File: src/cpm_pkg.sv
// Constants and carrier types for the logic cell register block
package cpm_pkg;

    // ************************************************************
    // Register map
    // ************************************************************
    localparam logic [7:0] CPM_CTRL_ADDR   = 8'h00;
    localparam logic [7:0] CPM_NET_ADDR    = 8'h04;
    localparam logic [7:0] CPM_TERM_ADDR   = 8'h08;
    localparam logic [7:0] CPM_STATUS_ADDR = 8'h0c;
    localparam logic [7:0] CPM_REPROG_ADDR = 8'h10;

    // ************************************************************
    // Field positions
    // ************************************************************
    localparam int CPM_CTRL_MODE_LO = 0;
    localparam int CPM_CTRL_NETSEL  = 2;
    localparam int CPM_CTRL_ENH     = 3;
    localparam int CPM_CTRL_FAST    = 4;
    localparam int CPM_CTRL_GCLR    = 5;
    localparam int CPM_CTRL_SPEED   = 6;
    localparam int CPM_CTRL_ODRAIN  = 7;
    localparam int CPM_CTRL_SECURE  = 8;
    localparam int CPM_CTRL_OESEL   = 9;
    localparam int CPM_NET0_SRC     = 0;
    localparam int CPM_NET0_INV     = 1;
    localparam int CPM_NET1_SRC     = 2;
    localparam int CPM_NET1_INV     = 3;
    localparam int CPM_STAT_Q       = 0;
    localparam int CPM_STAT_SECURE  = 1;
    localparam int CPM_STAT_ENH     = 2;
    localparam int CPM_REPROG_GO    = 0;

    // Dedicated pin positions
    localparam int CPM_PIN_CLKA = 0;
    localparam int CPM_PIN_CLRN = 1;
    localparam int CPM_PIN_OEA  = 2;
    localparam int CPM_PIN_CLKB = 3;

    // ************************************************************
    // Reset values
    // ************************************************************
    localparam logic [9:0]  CPM_CTRL_RST = 10'h060;
    localparam logic [3:0]  CPM_NET_RST  = 4'h0;
    localparam logic [15:0] CPM_TERM_RST = 16'h0000;

    // ************************************************************
    // Timing
    // ************************************************************
    localparam int CPM_CLK_PERIOD_NS = 100;
    localparam int CPM_LPA_NS        = 11;
    localparam int CPM_LPA_CYC_RAW   = (CPM_LPA_NS + CPM_CLK_PERIOD_NS - 1) / CPM_CLK_PERIOD_NS;
    localparam int CPM_LPA_CYCLES    = (CPM_LPA_CYC_RAW < 1) ? 1 : CPM_LPA_CYC_RAW;

    typedef enum logic [1:0] {
        CPM_CLK_GLOBAL = 2'b00,
        CPM_CLK_GATED  = 2'b01,
        CPM_CLK_ARRAY  = 2'b10
    } cpm_clk_mode_t;

    typedef struct packed {
        logic        psel;
        logic        penable;
        logic        pwrite;
        logic [7:0]  paddr;
        logic [31:0] pwdata;
    } cpm_apb_req_t;

    typedef struct packed {
        logic [31:0] prdata;
        logic        pready;
        logic        pslverr;
    } cpm_apb_rsp_t;

    typedef struct packed {
        logic [9:0]  ctrl;
        logic [3:0]  net;
        logic [15:0] term;
    } cpm_cfg_t;

    typedef struct packed {
        logic [3:0] ded1;
        logic [3:0] ded2;
        logic [3:0] ded3;
        logic [3:0] ded;
        logic [3:0] io1;
        logic [3:0] io2;
        logic [3:0] io3;
        logic [3:0] io;
    } cpm_sync_t;

    typedef struct packed {
        cpm_sync_t                  sync;
        cpm_cfg_t                   cfg;
        logic                       prevClk;
        logic [CPM_LPA_CYCLES-1:0]  lpEdge;
        logic [CPM_LPA_CYCLES-1:0]  lpData;
        logic                       q;
        logic                       pinOut;
        logic                       pinOe;
        logic [31:0]                rdata;
        logic                       rerr;
    } cpm_state_t;

endpackage

File: src/cpm_cell.sv
// Logic cell register with clocking, control, output and lock options
//
// Our own choices: the address map and the APB interface to the registers.
`timescale 1ns/100ps

// Summary of operation
// - Four dedicated pins: clock, clear, two enables
// - Clock modes: global, gated global, array
// - Array clock is product term of pins/cells
// - Basic variant: one global clock, pin A
// - Enhanced: two nets, true/inverted, either pin
// - Product-term preset and clear, active high
// - Optional global clear, pin low clears
// - Power-up leaves cell register at zero
// - Enhanced: fast pin path to D input
// - Five product terms plus shared, parallel expanders
// - Speed/power bit; low power adds delay
// - Enhanced: optional open-drain pin drive
// - Security bit blocks configuration readback
// - Configuration set back to its reset values by reprogram cycle or by reset
module cpm_cell (
    input  wire logic                  sys_clk,
    input  wire logic                  rst_n,
    input  wire cpm_pkg::cpm_apb_req_t apbReq,
    output      cpm_pkg::cpm_apb_rsp_t apbRsp,
    input  wire logic [3:0]            dedicatedPin,
    input  wire logic [3:0]            ioPin,
    input  wire logic [3:0]            buriedCell,
    input  wire logic [4:0]            productTerm,
    input  wire logic                  shareExpander,
    input  wire logic                  parallelExpander,
    input  wire logic                  clockEnable,
    input  wire logic                  presetTerm,
    input  wire logic                  clearTerm,
    output      logic [3:0]            pinLevel,
    output      logic                  cellQ,
    output      logic                  pinOut,
    output      logic                  pinOe
);
    import cpm_pkg::*;

    cpm_state_t s;
    cpm_state_t next_s;

    // ************************************************************
    // Combinational next state
    // ************************************************************
    always_comb begin
        logic          enh;
        logic          net0;
        logic          net1;
        logic          globalClk;
        logic          arrayClk;
        logic          clkSrc;
        logic          clkEdge;
        logic          edgeEn;
        logic [7:0]    lits;
        logic          dIn;
        logic          fire;
        logic          dUse;
        logic          clrAll;
        logic          setup;
        logic          access;
        logic [31:0]   rd;
        logic          err;
        cpm_clk_mode_t mode;

        next_s    = s;
        enh       = s.cfg.ctrl[CPM_CTRL_ENH];
        mode      = cpm_clk_mode_t'(s.cfg.ctrl[CPM_CTRL_MODE_LO +: 2]);
        rd        = 32'h0000_0000;
        err       = 1'b0;
        net0      = 1'b0;
        net1      = 1'b0;
        globalClk = 1'b0;
        arrayClk  = 1'b0;
        clkSrc    = 1'b0;
        clkEdge   = 1'b0;
        edgeEn    = 1'b0;
        lits      = 8'h00;
        dIn       = 1'b0;
        fire      = 1'b0;
        dUse      = 1'b0;
        clrAll    = 1'b0;
        setup     = 1'b0;
        access    = 1'b0;

        // Pin synchronisers, level taken once stages two and three agree
        next_s.sync.ded1 = dedicatedPin;
        next_s.sync.ded2 = s.sync.ded1;
        next_s.sync.ded3 = s.sync.ded2;
        next_s.sync.io1  = ioPin;
        next_s.sync.io2  = s.sync.io1;
        next_s.sync.io3  = s.sync.io2;
        for (int i = 0; i < 4; i++) begin
            if (s.sync.ded2[i] == s.sync.ded3[i]) begin
                next_s.sync.ded[i] = s.sync.ded3[i];
            end
            if (s.sync.io2[i] == s.sync.io3[i]) begin
                next_s.sync.io[i] = s.sync.io3[i];
            end
        end

        // ************************************************************
        // Clock selection
        // ************************************************************
        if (enh) begin
            net0 = (s.cfg.net[CPM_NET0_SRC] ? s.sync.ded[CPM_PIN_CLKB]
                                            : s.sync.ded[CPM_PIN_CLKA])
                   ^ s.cfg.net[CPM_NET0_INV];
            net1 = (s.cfg.net[CPM_NET1_SRC] ? s.sync.ded[CPM_PIN_CLKB]
                                            : s.sync.ded[CPM_PIN_CLKA])
                   ^ s.cfg.net[CPM_NET1_INV];
            globalClk = s.cfg.ctrl[CPM_CTRL_NETSEL] ? net1 : net0;
        end else begin
            net0      = s.sync.ded[CPM_PIN_CLKA];
            net1      = net0;
            globalClk = net0;
        end

        // Array clock: AND of selected true and complement literals
        lits     = {s.sync.io, buriedCell};
        arrayClk = (&(lits | ~s.cfg.term[7:0]))
                 & (&(~lits | ~s.cfg.term[15:8]));

        unique case (mode)
            CPM_CLK_GLOBAL: begin
                clkSrc = globalClk;
            end
            CPM_CLK_GATED: begin
                clkSrc = globalClk;
            end
            CPM_CLK_ARRAY: begin
                clkSrc = arrayClk;
            end
            default: begin
                clkSrc = globalClk;
            end
        endcase

        next_s.prevClk = clkSrc;
        clkEdge        = clkSrc & ~s.prevClk;
        edgeEn         = clkEdge & ((mode != CPM_CLK_GATED) | clockEnable);

        // ************************************************************
        // Data input
        // ************************************************************
        if (enh && s.cfg.ctrl[CPM_CTRL_FAST]) begin
            dIn = s.sync.io[0];
        end else begin
            dIn = (|productTerm) | shareExpander | parallelExpander;
        end

        // Low power cells see capture one adder later
        next_s.lpEdge = CPM_LPA_CYCLES'({s.lpEdge, edgeEn});
        next_s.lpData = CPM_LPA_CYCLES'({s.lpData, dIn});
        if (s.cfg.ctrl[CPM_CTRL_SPEED]) begin
            fire = edgeEn;
            dUse = dIn;
        end else begin
            fire = s.lpEdge[CPM_LPA_CYCLES-1];
            dUse = s.lpData[CPM_LPA_CYCLES-1];
        end

        // ************************************************************
        // Register with overriding preset and clear
        // ************************************************************
        clrAll = clearTerm
               | (s.cfg.ctrl[CPM_CTRL_GCLR] & ~s.sync.ded[CPM_PIN_CLRN]);
        if (clrAll) begin
            next_s.q = 1'b0;
        end else if (presetTerm) begin
            next_s.q = 1'b1;
        end else if (fire) begin
            next_s.q = dUse;
        end

        // Pin drive from the register
        if (enh && s.cfg.ctrl[CPM_CTRL_ODRAIN]) begin
            next_s.pinOut = 1'b0;
            next_s.pinOe  = ~next_s.q;
        end else begin
            next_s.pinOut = next_s.q;
            next_s.pinOe  = s.cfg.ctrl[CPM_CTRL_OESEL] ? s.sync.ded[CPM_PIN_CLKB]
                                                       : s.sync.ded[CPM_PIN_OEA];
        end

        // ************************************************************
        // APB slave
        // ************************************************************
        setup  = apbReq.psel & ~apbReq.penable;
        access = apbReq.psel & apbReq.penable;

        unique case (apbReq.paddr)
            CPM_CTRL_ADDR: begin
                if (s.cfg.ctrl[CPM_CTRL_SECURE]) begin
                    err = ~apbReq.pwrite;
                end else begin
                    rd = {22'h000000, s.cfg.ctrl};
                end
            end
            CPM_NET_ADDR: begin
                if (s.cfg.ctrl[CPM_CTRL_SECURE]) begin
                    err = ~apbReq.pwrite;
                end else begin
                    rd = {28'h0000000, s.cfg.net};
                end
            end
            CPM_TERM_ADDR: begin
                if (s.cfg.ctrl[CPM_CTRL_SECURE]) begin
                    err = ~apbReq.pwrite;
                end else begin
                    rd = {16'h0000, s.cfg.term};
                end
            end
            CPM_STATUS_ADDR: begin
                rd[CPM_STAT_Q]      = s.q;
                rd[CPM_STAT_SECURE] = s.cfg.ctrl[CPM_CTRL_SECURE];
                rd[CPM_STAT_ENH]    = enh;
            end
            CPM_REPROG_ADDR: begin
                rd = 32'h0000_0000;
            end
            default: begin
                err = 1'b1;
            end
        endcase

        if (setup) begin
            next_s.rdata = rd;
            next_s.rerr  = err;
        end

        if (access && apbReq.pwrite && !s.rerr) begin
            unique case (apbReq.paddr)
                CPM_CTRL_ADDR: begin
                    next_s.cfg.ctrl = apbReq.pwdata[9:0];
                    // Lock stays set until reprogrammed or reset
                    next_s.cfg.ctrl[CPM_CTRL_SECURE] = s.cfg.ctrl[CPM_CTRL_SECURE]
                                                     | apbReq.pwdata[CPM_CTRL_SECURE];
                end
                CPM_NET_ADDR: begin
                    next_s.cfg.net = apbReq.pwdata[3:0];
                end
                CPM_TERM_ADDR: begin
                    next_s.cfg.term = apbReq.pwdata[15:0];
                end
                CPM_REPROG_ADDR: begin
                    if (apbReq.pwdata[CPM_REPROG_GO]) begin
                        next_s.cfg.ctrl = CPM_CTRL_RST;
                        next_s.cfg.net  = CPM_NET_RST;
                        next_s.cfg.term = CPM_TERM_RST;
                    end
                end
                default: begin
                    next_s.cfg = s.cfg;
                end
            endcase
        end
    end

    // ************************************************************
    // State register, power-up state
    // ************************************************************
    always_ff @(posedge sys_clk or negedge rst_n) begin
        if (!rst_n) begin
            s          <= '0;
            s.cfg.ctrl <= CPM_CTRL_RST;
            s.cfg.net  <= CPM_NET_RST;
            s.cfg.term <= CPM_TERM_RST;
        end else begin
            s <= next_s;
        end
    end

    // ************************************************************
    // Outputs
    // ************************************************************
    assign apbRsp.prdata  = s.rdata;
    assign apbRsp.pready  = 1'b1;
    assign apbRsp.pslverr = s.rerr & apbReq.psel & apbReq.penable;
    assign pinLevel       = s.sync.ded;
    assign cellQ          = s.q;
    assign pinOut         = s.pinOut;
    assign pinOe          = s.pinOe;

endmodule

File: config.mk
export PLATFORM = sky130hd
export DESIGN_NAME = cpm_cell
export DESIGN_NICKNAME = d
export VERILOG_FILES = /design/src/cpm_pkg.sv /design/src/cpm_cell.sv
export SDC_FILE = /design/constraint.sdc
export NUM_CORES = 1
export LEC_CHECK = 0
export BUFFER_PORTS_ARGS = -buffer_cell sky130_fd_sc_hd__buf_2
export CORE_AREA = 3 3 94 96
export CTS_BUF_LIST = sky130_fd_sc_hd__clkbuf_8 sky130_fd_sc_hd__clkbuf_16
export DETAILED_ROUTE_END_ITERATION = 8
export DIE_AREA = 0 0 97 99
export GPL_TIMING_DRIVEN = 0
export PLACE_DENSITY = 0.75
export SLEW_MARGIN = 20
export SYNTH_ARGS = -nofsm -noshare
export SYNTH_HDL_FRONTEND = slang
export SYNTH_SLANG_ARGS = --single-unit
export TNS_END_PERCENT = 5
File: constraint.sdc
create_clock -name sys_clk -period 1.95 [get_ports sys_clk]
set_clock_uncertainty 0.05 [all_clocks]
set_input_delay 0.195 -clock sys_clk [delete_from_list [all_inputs] [get_ports sys_clk]]
set_output_delay 0.195 -clock sys_clk [all_outputs]
set_load 0.005 [all_outputs]
# [Word-level counts from Yosys, hierarchy flattened]
# Index checks and enable logic that the tools add are counted.
# Widths: inputs -> output; s select.
[word_totals] reg_bits=101 inputBits=67 elab_cells=106
[op_classes] eq_ne=15 mux=24 n_bitwise=25 n_reduce_logical=17
[op_table] cell="$pmux 29 s3" n=1
[op_table] cell="$pmux 16 s2" n=1
[op_table] cell="$mux 30" n=1
[op_table] cell="$not 8->8" n=3
[op_table] cell="$pmux 10 s2" n=1
[op_table] cell="$eq 8x4->1 const B" n=2
[op_table] cell="$mux 16" n=1
[op_table] cell="$or 8x8->8" n=2
[op_table] cell="$reduce_and 8->1" n=2
[op_table] cell="$mux 1" n=13
[op_table] cell="$pmux 3 s4" n=1
[op_table] cell="$mux 10" n=1
[op_table] cell="$reduce_and 3->1" n=3
[op_table] cell="$and 1x1->1" n=8
[op_table] cell="$eq 1x1->1" n=8
[op_table] cell="$eq 8x3->1 const B" n=1
[op_table] cell="$eq 8x5->1 const B" n=1
[op_table] cell="$logic_not 8->1" n=1
[op_table] cell="$pmux 4 s2" n=1
[op_table] cell="$reduce_bool 2->1" n=3
[op_table] cell="$not 1->1" n=5
[op_table] cell="$or 1x1->1" n=5
[op_table] cell="$reduce_or 5->1" n=1
[op_table] cell="$logic_and 1x1->1" n=4
[op_table] cell="other kinds (10)" n=11

# [Logic depth before layout (Yosys ltp)]
# Gate-level depths: netlist (run 1).
[logic_depth] ltp_word=13 ltp_mapped=8 ltp_nobuf=6

# [Worst setup path before layout (run 1)]
# Ideal clock, no wire load.
[synth_path] path_type="in2reg" from="input apbReq[33] (netlist bit)" to="register s[48] (netlist bit)" setup_ps=128 arrival_ps=1905 required_ps=1772 path_slack_ps=-133 path_stages=8 n_path_buf=2 cell_sequence="nor3_1 > nand2_1 > or4b_1 > clkbuf_1 > o32a_2 > nor2_8 > buf_6 > mux2_1"
[synth_via] elab_chain_len=3 word_cells_on_any_way=6 cone_classes="3 x eq/ne; 1 x mux; 2 x reduce/logical"
[synth_lines] element="start: declaration" line_no="cpm_cell.sv:24" text="input wire cpm_pkg::cpm_apb_req_t apbReq,"
[synth_lines] element="$eq 8x5->1 or $eq 8x4->1 (tied branches)" line_no="cpm_cell.sv:235" text="unique case (apbReq.paddr)"
[synth_lines] element="$ne 2x2->1 (no line) or $reduce_bool 2->1 (tied branches)"
[synth_lines] element="$reduce_and 3->1 (no line)"
[synth_lines] element="end signal: assignment" line_no="cpm_cell.sv:272" text="s <= next_s;"
[synth_lines] element="end: declaration" line_no="cpm_cell.sv:42" text="cpm_state_t s;"
# Parallel ways exist; a longest one is shown, timed or not.
# A chain may end at the register's enable or synchronous reset.

==> results of run 1 <==
==> kinds of logic (layout without fill, tap and decap cells) <==
kind of cell | Yosys count | count (layout) | share of synthesized area [%]
XOR/XNOR | 1 | 1 | 0.230
other | 2 | 17 | 0.198
AO/OA/AOI/OAI | 43 | 43 | 8.53
flip-flops | 85 | 85 | 56.0
AND/OR/NAND/NOR | 70 | 70 | 9.84
buffers and inverters | 63 | 164 | 10.1
adder cells (fa/ha/maj) | 8 | 8 | 2.11
multiplexers | 47 | 47 | 13.0
==> sequential cells by signal, indices dropped and copies added (netlist names) <==
register,cells
next_s,16
pinOut,1
s,46
apbRsp,16
pinLevel,4
cellQ,1
pinOe,1
==> worst max-delay path, delay by kind of cell (launching register included) <==
family | cells | cell delay, ps
multiplexers | 2 | 550
AO/OA/AOI/OAI | 2 | 500
AND/OR/NAND/NOR | 2 | 700
flip-flops | 1 | 420
==> through the flow <==
| stage | hold slack, ps | power (mW) | worst slack (ps) | instance area (µm²) |
|---|---|---|---|---|
| final | 44.8 | 3.40 | -334 | 4750 |
| after global routing | 37.4 | 3.57 | -398 | 4750 |
| after CTS | 31.4 | 3.44 | -303 | 4720 |
| after detailed placement | 84.5 | 2.20 | -414 | 4410 |
| after global placement | 252 | 2.19 | -362 | 4380 |
| after floorplan | -151 | 2.05 | -79.3 | 3880 |
==> synth_stat cells (3+ instances only) <==
cell | number | area (µm²)
mux2i_1 | 28 | 280
buf_4 | 37 | 278
maj3_1 | 8 | 80.1
nor3b_1 | 3 | 22.5
nor2_1 | 11 | 41.3
clkbuf_1 | 7 | 26.3
o21ai_0 | 9 | 45.0
and2_1 | 6 | 37.5
inv_1 | 16 | 60.1
a22o_1 | 10 | 87.6
a31oi_1 | 5 | 31.3
a21oi_1 | 7 | 35.0
mux2_2 | 18 | 203
dfrtp_1 | 83 | 2080
nand2_1 | 26 | 97.6
nor3_1 | 4 | 20.0
nand2b_1 | 3 | 18.8
==> what timing repair did <==
| action | 4_1_cts | 5_1_grt |
|---|---|---|
| endpoints found under the hold margin | 34 | 0 |
| hold buffers | 9 | 0 |
| endpoints found under the setup margin | 15 | 17 |
| gates resized for setup | 5 | 5 |
| pin swaps | 1 | 1 |
| buffers inserted | 1 | 0 |
==> power groups by stage <==
stage / clock network, mW / registers, mW / logic, mW
global placement: 0 / 1.90 / 0.285
detailed placement: 0 / 1.90 / 0.299
floorplan: 0 / 1.89 / 0.160
global route: 1.33 / 1.88 / 0.358
finish: 1.21 / 1.87 / 0.319
CTS: 1.25 / 1.87 / 0.321
==> routing by layer <==
metal | global-route usage (%) | routed length [µm] | up-vias
met5 | 0 | 0 | -
met3 | 3.40 | 350 | 4
met1 | 22.7 | 3550 | 1228
li1 | - | - | 1268
met4 | 6.05 | 61 | 0
met2 | 26.5 | 3750 | 74
==> final cells by class <==
| type | instances | area share (%) |
|---|---|---|
| plain buffers | 47 | 7.06 |
| clock buffers | 9 | 2.61 |
| clock inverters | 7 | 1.40 |
| inverters | 16 | 1.26 |
| multi-input cells | 186 | 29.6 |
| flip-flops and latches | 85 | 44.8 |
| well taps | 105 | 2.77 |
| repair buffers | 85 | 10.5 |
==> worst paths after layout <==
check,endpoint,from,cells after the start
setup / recovery,pinOe,s[69],6
max in group asynchronous,s[64],rst_n,3
hold reg to reg,next_s[74],next_s[78],0
setup reg to reg,pinOe,s[69],6
min in group asynchronous,next_s[96],rst_n,2
hold / removal,s[54],apbReq[15],3
==> layout by cell type, fill, tap and decap left out, types with 5 or more instances in the layout <==
master / synthesis / final
mux2i_1: 28 / 27
nand2_1: 26 / 25
buf_4: 37 / 39
a22o_1: 10 / 10
dlygate4sd3_1: 0 / 9
nor2_1: 11 / 11
a31oi_1: 5 / 5
maj3_1: 8 / 8
o21ai_0: 9 / 9
and2_1: 6 / 6
a21oi_1: 7 / 7
conb_1: 2 / 17
clkbuf_8: 0 / 9
dfrtp_1: 83 / 83
inv_1: 16 / 17
mux2_2: 18 / 18
clkbuf_1: 7 / 6
buf_2: 0 / 73
==> flow_summary.ini, run 1 <==
[logic_synthesis]
postSynthCellCount = 319
seq_area_frac_synth_pct = 56.0
synth-edff-count = 0
ys.flop_type = dfrtp_1
async_reset_ff_share_pct = 100
avgSynthCellArea_um2 = 11.9
yosys_register_bits = 85
yosysUniqueCellTypes = 50
netlist_area_mm2 = 0.00380
yosysWarnings = 0

[sta]
period_minus_slack_ps = 2280
final-setup-viol-count = 4
finalHoldViolCount = 0
fmax_ghz = 0.438
worst_slack_ps = -334
rsz0062_at_grt = true
worstMarginPinSlew_ps = 603
timing.final.crit_share_pct = 117
setup_tns_ps = -980
max_slew_margin_pct = 59.7
slew_viol_final = 0

[cts]
cts.htree.levels = 3
cts_tree = yes
cts_made_buffers = 9
clkTransAtPathRegs_ps = 90
worstSkewPairLatency_ps = 350
clockBufferDepth = 2
cts_root_buf = clkbuf_8
clock_sinks = 85

[power_and_ir_drop]
p_seq_share_pct = 54.9
power_density_mw_per_mm2 = 717
p_sw_uw = 824
leakage_nw = 2.41
swShare_pct = 24.2
combPwrFrac_pct = 9.4
internal_power_mw = 2.58
peakVddDrop_v = 0.000437
p_clk_share_pct = 35.7

[min_path]
hold_class = input pin to register

[grt]
grt_max_degree = 60
grt_pass1_wl_mm = 12.7
grt_use_total_pct = 16.6
antenna_found_initial = 0
grt-ovfl-total = 0
grt_pass1_vias = 2511

[cells_and_area]
multi_input_area_mm2 = 0.00141
final_util_pct = 58.4
final_cell_count_no_fill = 540
antenna_cells = 0
area_growth_pct = 25.0
fill_cells = 688
regArea_mm2 = 0.00213
nNetsFinal = 497
drive_gt1_share_pct = 37.7

[setup_path]
crit_path_cell_trace = mux2i_1 -> nand4_1 -> or4_4 -> a2111oi_4 -> mux2i_2 -> o31a_1
r2r_slack_ps = -330
cp-start-kind = register
cp.required_ps = 2180
crit_slowest_cell = or4_4
crit_path_max_incr_delay_ps = 570
end_kind = register
cp_max_fo = 3
arrival_ps = 2520
path_class = register to register

[placed_design]
dp.cells = 514
gp_congestion = 0.884
portBuffers = 74
place_hpwl_mm = 5.69

[run]
max_cap_violations = 0

[status]
status = finished with violations
violations = setup timing

[routing]
firstDrtPassIters = 5
routed_wl_mm = 7.72
vias = 2574
avgRoutedWirePerCell_um = 14.3
routed_via_density = 4.77
drt-initial-drc-count = 94
drc_errors = 0
detail-route-antenna-nets = 0

[floorplanning]
die_h_um = 99
rows = 33
initial_core_util_pct = 46.7
core_mm2 = 0.00813
die-area_mm2 = 0.00960
io_pins = 108
die_w_um = 97
(Power assumes the default switching activity.)
==> run 2: changes to the inputs <==
--- a/config.mk
+++ b/config.mk
@@ -6,12 +6,13 @@
 export NUM_CORES = 1
 export LEC_CHECK = 0
 export BUFFER_PORTS_ARGS = -buffer_cell sky130_fd_sc_hd__buf_2
-export CORE_AREA = 3 3 94 96
+export CORE_AREA = 3 3 90 92
 export CTS_BUF_LIST = sky130_fd_sc_hd__clkbuf_8 sky130_fd_sc_hd__clkbuf_16
 export DETAILED_ROUTE_END_ITERATION = 8
-export DIE_AREA = 0 0 97 99
+export DIE_AREA = 0 0 93 95
 export GPL_TIMING_DRIVEN = 0
-export PLACE_DENSITY = 0.75
+export PLACE_DENSITY = 0.78
+export SKIP_CTS_REPAIR_TIMING = 1
 export SLEW_MARGIN = 20
 export SYNTH_ARGS = -nofsm -noshare
 export SYNTH_HDL_FRONTEND = slang
==> constraint.sdc (replaced) <==
create_clock -name sys_clk -period 2.5 [get_ports sys_clk]
set_clock_uncertainty 0.05 [all_clocks]
set_input_delay 0.25 -clock sys_clk [delete_from_list [all_inputs] [get_ports sys_clk]]
set_output_delay 0.25 -clock sys_clk [all_outputs]
set_load 0.005 [all_outputs]
==> flow_summary.ini, run 2 (same netlist as run 1, synthesis figures left out) <==
[power_and_ir_drop]
combPwrFrac_pct = 8.7
peakVddDrop_v = 0.000309
internal_power_mw = 2.16
power_density_mw_per_mm2 = 592
p_seq_share_pct = 52.4
p_clk_share_pct = 38.9
leakage_nw = 2.40
p_sw_uw = 624
swShare_pct = 22.4

[floorplanning]
initial_core_util_pct = 52.1
rows = 31
io_pins = 108
die_w_um = 93
core_mm2 = 0.00729
die-area_mm2 = 0.00884
die_h_um = 95

[cts]
clock_sinks = 85
worstSkewPairLatency_ps = 350
cts_made_buffers = 9
clockBufferDepth = 2
cts.htree.levels = 3
cts_tree = yes
clkTransAtPathRegs_ps = 80
cts_root_buf = clkbuf_8

[sta]
rsz0062_at_grt = false
finalHoldViolCount = 0
timing.final.crit_share_pct = 93.5
max_slew_margin_pct = 58.4
fmax_ghz = 0.428
worstMarginPinSlew_ps = 623
final-setup-viol-count = 0
period_minus_slack_ps = 2340
slew_viol_final = 0
setup_tns_ps = 0
holdWs_ps = 86.8

[grt]
grt_use_total_pct = 18.2
grt_pass1_wl_mm = 12.3
grt-ovfl-total = 0
grt_pass1_vias = 2537
antenna_found_initial = 0
grt_max_degree = 46

[setup_path]
r2r-end = pinOe
crit_slowest_cell = or4_4
crit_path_cell_trace = mux2i_1 -> nand4_1 -> or4_4 -> a2111oi_4 -> mux2i_2 -> o31a_1
r2r_slack_ps = 160
r2r-start = s[69]
cp_max_fo = 3
arrival_ps = 2580
crit_path_max_incr_delay_ps = 570
worst-r2r-cell-count = 6
cp-start-kind = register
end_kind = register
path_class = register to register
cp.required_ps = 2740

[cells_and_area]
largest_register_ffs = 46
final_util_pct = 64.4
area_growth_pct = 23.6
nNetsFinal = 496
antenna_cells = 0
final_common_cell = dfrtp_1
regMostFlops = s
drive_gt1_share_pct = 36.2
layout_common_cells = dfrtp_1, buf_2, buf_4, mux2i_1, nand2_1

[routing]
vias = 2616
drc_errors = 0
avgRoutedWirePerCell_um = 14.6
routed_via_density = 4.91
routed_wl_mm = 7.77
detail-route-antenna-nets = 0
drt-initial-drc-count = 96
firstDrtPassIters = 4

[placed_design]
gp_congestion = 0.883
portBuffers = 74
place_hpwl_mm = 5.83

[status]
status = complete, no violations

[min_path]
worstHoldStart = apbReq[15]
whs_path_depth = 3
hold_class = input pin to register
holdPathEnd = s[54]

[run]
max_cap_violations = 0
## run 2: cell type report
cell class                      count  area, µm²
Timing Repair Buffer               84        483
Buffer                             47        323
Multi-Input combinational cell    186       1360
Fill cell                         573       2590
Tap cell                           99        124
Clock buffer                       11        151
Clock inverter                      5       73.8
Sequential cell                    85       2130
Inverter                           16       60.1
## run 2: power groups by stage
stage                     Sequential (mW)  Combinational, mW  Clock, mW
after global placement               1.48              0.219          0
after CTS                            1.46              0.232       1.10
after global routing                 1.47              0.268       1.17
final                                1.46              0.242       1.08
after floorplan                      1.47              0.124          0
after detailed placement             1.49              0.230          0
## run 2: worst max path at each step
stage | start | endpoint | slack, ps | cells past startpoint
6_report | s[69] | pinOe | 160 | 6
5_1_grt | s[69] | pinOe | 40 | 6
4_1_cts | s[69] | pinOe | 120 | 6
3_5_place_dp | apbReq[33] | s[48] | 30 | 9
3_3_place_gp | apbReq[33] | s[48] | 60 | 9
2_1_floorplan | apbReq[33] | s[48] | 360 | 8
## run 2: layer usage
metal / up-vias / GRT usage [%] / part of all wire (%)
met1: 1252 / 23.7 / 45
met3: 13 / 4.54 / 5.8
met5: - / 0 / 0
li1: 1272 / - / -
met2: 79 / 29.0 / 47
met4: 0 / 8.18 / 2.1
## run 2: metrics by stage
stage / area, µm² / power [mW] / instances / setup slack [ps]
3_3_place_gp: 4350 / 1.70 / 507 / 60.4
6_report: 4700 / 2.78 / 533 / 161
4_1_cts: 4600 / 2.80 / 524 / 117
3_5_place_dp: 4370 / 1.72 / 508 / 25.6
5_1_grt: 4700 / 2.90 / 533 / 40.4
2_1_floorplan: 3860 / 1.60 / 334 / 362
## run 2: worst max-delay path: cells and delay by family, from the launching register on
family | cells | cell delay [ps]
AND/OR/NAND/NOR | 2 | 690
AO/OA/AOI/OAI | 2 | 560
flip-flops | 1 | 430
multiplexers | 2 | 560
==> run 3: changes to the inputs <==
--- a/config.mk
+++ b/config.mk
@@ -6,12 +6,11 @@
 export NUM_CORES = 1
 export LEC_CHECK = 0
 export BUFFER_PORTS_ARGS = -buffer_cell sky130_fd_sc_hd__buf_2
-export CORE_AREA = 3 3 90 92
+export CORE_AREA = 3 3 95 88
 export CTS_BUF_LIST = sky130_fd_sc_hd__clkbuf_8 sky130_fd_sc_hd__clkbuf_16
 export DETAILED_ROUTE_END_ITERATION = 8
-export DIE_AREA = 0 0 93 95
-export GPL_TIMING_DRIVEN = 0
-export PLACE_DENSITY = 0.78
+export DIE_AREA = 0 0 98 91
+export PLACE_DENSITY = 0.89
 export SKIP_CTS_REPAIR_TIMING = 1
 export SLEW_MARGIN = 20
 export SYNTH_ARGS = -nofsm -noshare
==> flow_summary.ini, run 3 (same netlist as run 1, synthesis figures left out) <==
[status]
status = complete, no violations

[cts]
cts_made_buffers = 9
clockBufferDepth = 2
cts_root_buf = clkbuf_8
worstSkewPairLatency_ps = 360
cts.htree.levels = 3
clkTransAtPathRegs_ps = 90
clock_sinks = 85
cts_tree = yes

[floorplanning]
initial_core_util_pct = 50.9
rows = 30
core_mm2 = 0.00747
die_h_um = 91
die_w_um = 98
io_pins = 108
die-area_mm2 = 0.00892

[placed_design]
gp_congestion = 0.881
portBuffers = 74
place_hpwl_mm = 5.69

[sta]
slew_viol_final = 0
rsz0062_at_grt = false
final-setup-viol-count = 0
fmax_ghz = 0.425
period_minus_slack_ps = 2350
finalHoldViolCount = 0
setup_tns_ps = 0
timing.final.crit_share_pct = 94.0

[setup_path]
cp.required_ps = 2750
critPathMostFrequentCell = mux2i_1
cp-start-kind = register
crit_slowest_cell = or4_4
end_kind = register
path_class = register to register
crit_path_cell_trace = mux2i_1 -> nand4_1 -> or4_4 -> a2111oi_4 -> mux2i_1 -> o31a_1
arrival_ps = 2600
crit_path_max_incr_delay_ps = 560
cp_max_fo = 3

[cells_and_area]
largest_register_ffs = 46
area_growth_pct = 15.2
final_common_cell = dfrtp_1
drive_gt1_share_pct = 31.2
regArea_mm2 = 0.00213
regMostFlops = s
layout_common_cells = dfrtp_1, buf_2, mux2i_1, nand2_1, mux2_2
fill_cells = 599
nNetsFinal = 453
antenna_cells = 0
multi_input_area_mm2 = 0.00135

[routing]
vias = 2535
detail-route-antenna-nets = 0
routed_via_density = 5.21
routed_wl_mm = 7.50
avgRoutedWirePerCell_um = 15.4
firstDrtPassIters = 4
drt-initial-drc-count = 94
drc_errors = 0

[grt]
grt_use_total_pct = 17.8
grt-ovfl-total = 0
grt_max_degree = 50
grt_pass1_vias = 2524
grt_pass1_wl_mm = 12.4
antenna_found_initial = 0

[power_and_ir_drop]
internal_power_mw = 2.04
combPwrFrac_pct = 7.8
power_density_mw_per_mm2 = 607
fin_total_pwr_mw = 2.66
swShare_pct = 23.3
p_seq_share_pct = 54.9
leakage_nw = 2.19
peakVddDrop_v = 0.000402
p_sw_uw = 620
p_clk_share_pct = 37.3

[min_path]
hold_class = input pin to register

[run]
max_cap_violations = 0
==> run 3: cell types whose count changed in the layout (fill, tap and decap cells not counted) <==
cell / delta
mux2i_2: -1
buf_6: -1
clkinvlp_4: +2
inv_1: -1
clkbuf_1: -7
nor4b_1: +1
buf_4: -33
clkinv_2: -1
mux2i_1: +1
buf_1: -2
nor4b_2: -1
bufinv_16: -1
clkinv_4: +1
==> run 3: path summary, 6_finish.rpt <==
check / start / slack [ps] / to / depth (start not counted)
max reg2reg: s[69] / 150 / pinOe / 6
min in group asynchronous: rst_n / 320 / pinLevel[3] / 2
min: apbReq[11] / 80 / s[50] / 3
max: s[69] / 150 / pinOe / 6
min reg2reg: next_s[93] / 300 / next_s[89] / 0
max in group asynchronous: rst_n / 1420 / s[64] / 3
==> run 3: critical path, delay by kind of cell, from the launching register on <==
family / cells / cell delay (ps)
and+or+nand+nor: 2 / 690
muxes: 2 / 610
AOI/OAI and AO/OA: 2 / 530
DFF: 1 / 420
==> run 3: cell type report <==
type,instances,share of cell area (%)
flip-flops and latches,85,48.6
multi-input cells,186,30.7
repair buffers,88,11.7
clock buffers,11,3.46
well taps,96,2.74
inverters,16,1.37
clock inverters,5,1.34
==> run 3: layer usage <==
| metal | share of wire [%] | track usage [%] |
|---|---|---|
| met3 | 7.6 | 6.61 |
| met5 | 0 | 0 |
| met1 | 42 | 23.2 |
| met4 | 1.9 | 5.77 |
| met2 | 48 | 27.5 |
==> run 3: power groups by stage <==
stage	combinational (mW)	sequential [mW]	clock, mW
floorplan	0.124	1.47	0
global placement	0.192	1.48	0
detailed placement	0.198	1.49	0
CTS	0.198	1.46	1.02
global route	0.233	1.47	1.08
finish	0.207	1.46	0.992
==> run 3: through the flow <==
step	utilization (%)	setup slack [ps]	instance area [µm²]	hold WS, ps	instances
2_1_floorplan	-	362	3860	-95.6	334
3_3_place_gp	54.6	264	4080	179	462
3_5_place_dp	54.6	167	4080	185	462
4_1_cts	57.4	132	4290	-218	478
5_1_grt	58.6	27.2	4380	71.4	487
6_report	58.6	150	4380	76.7	487
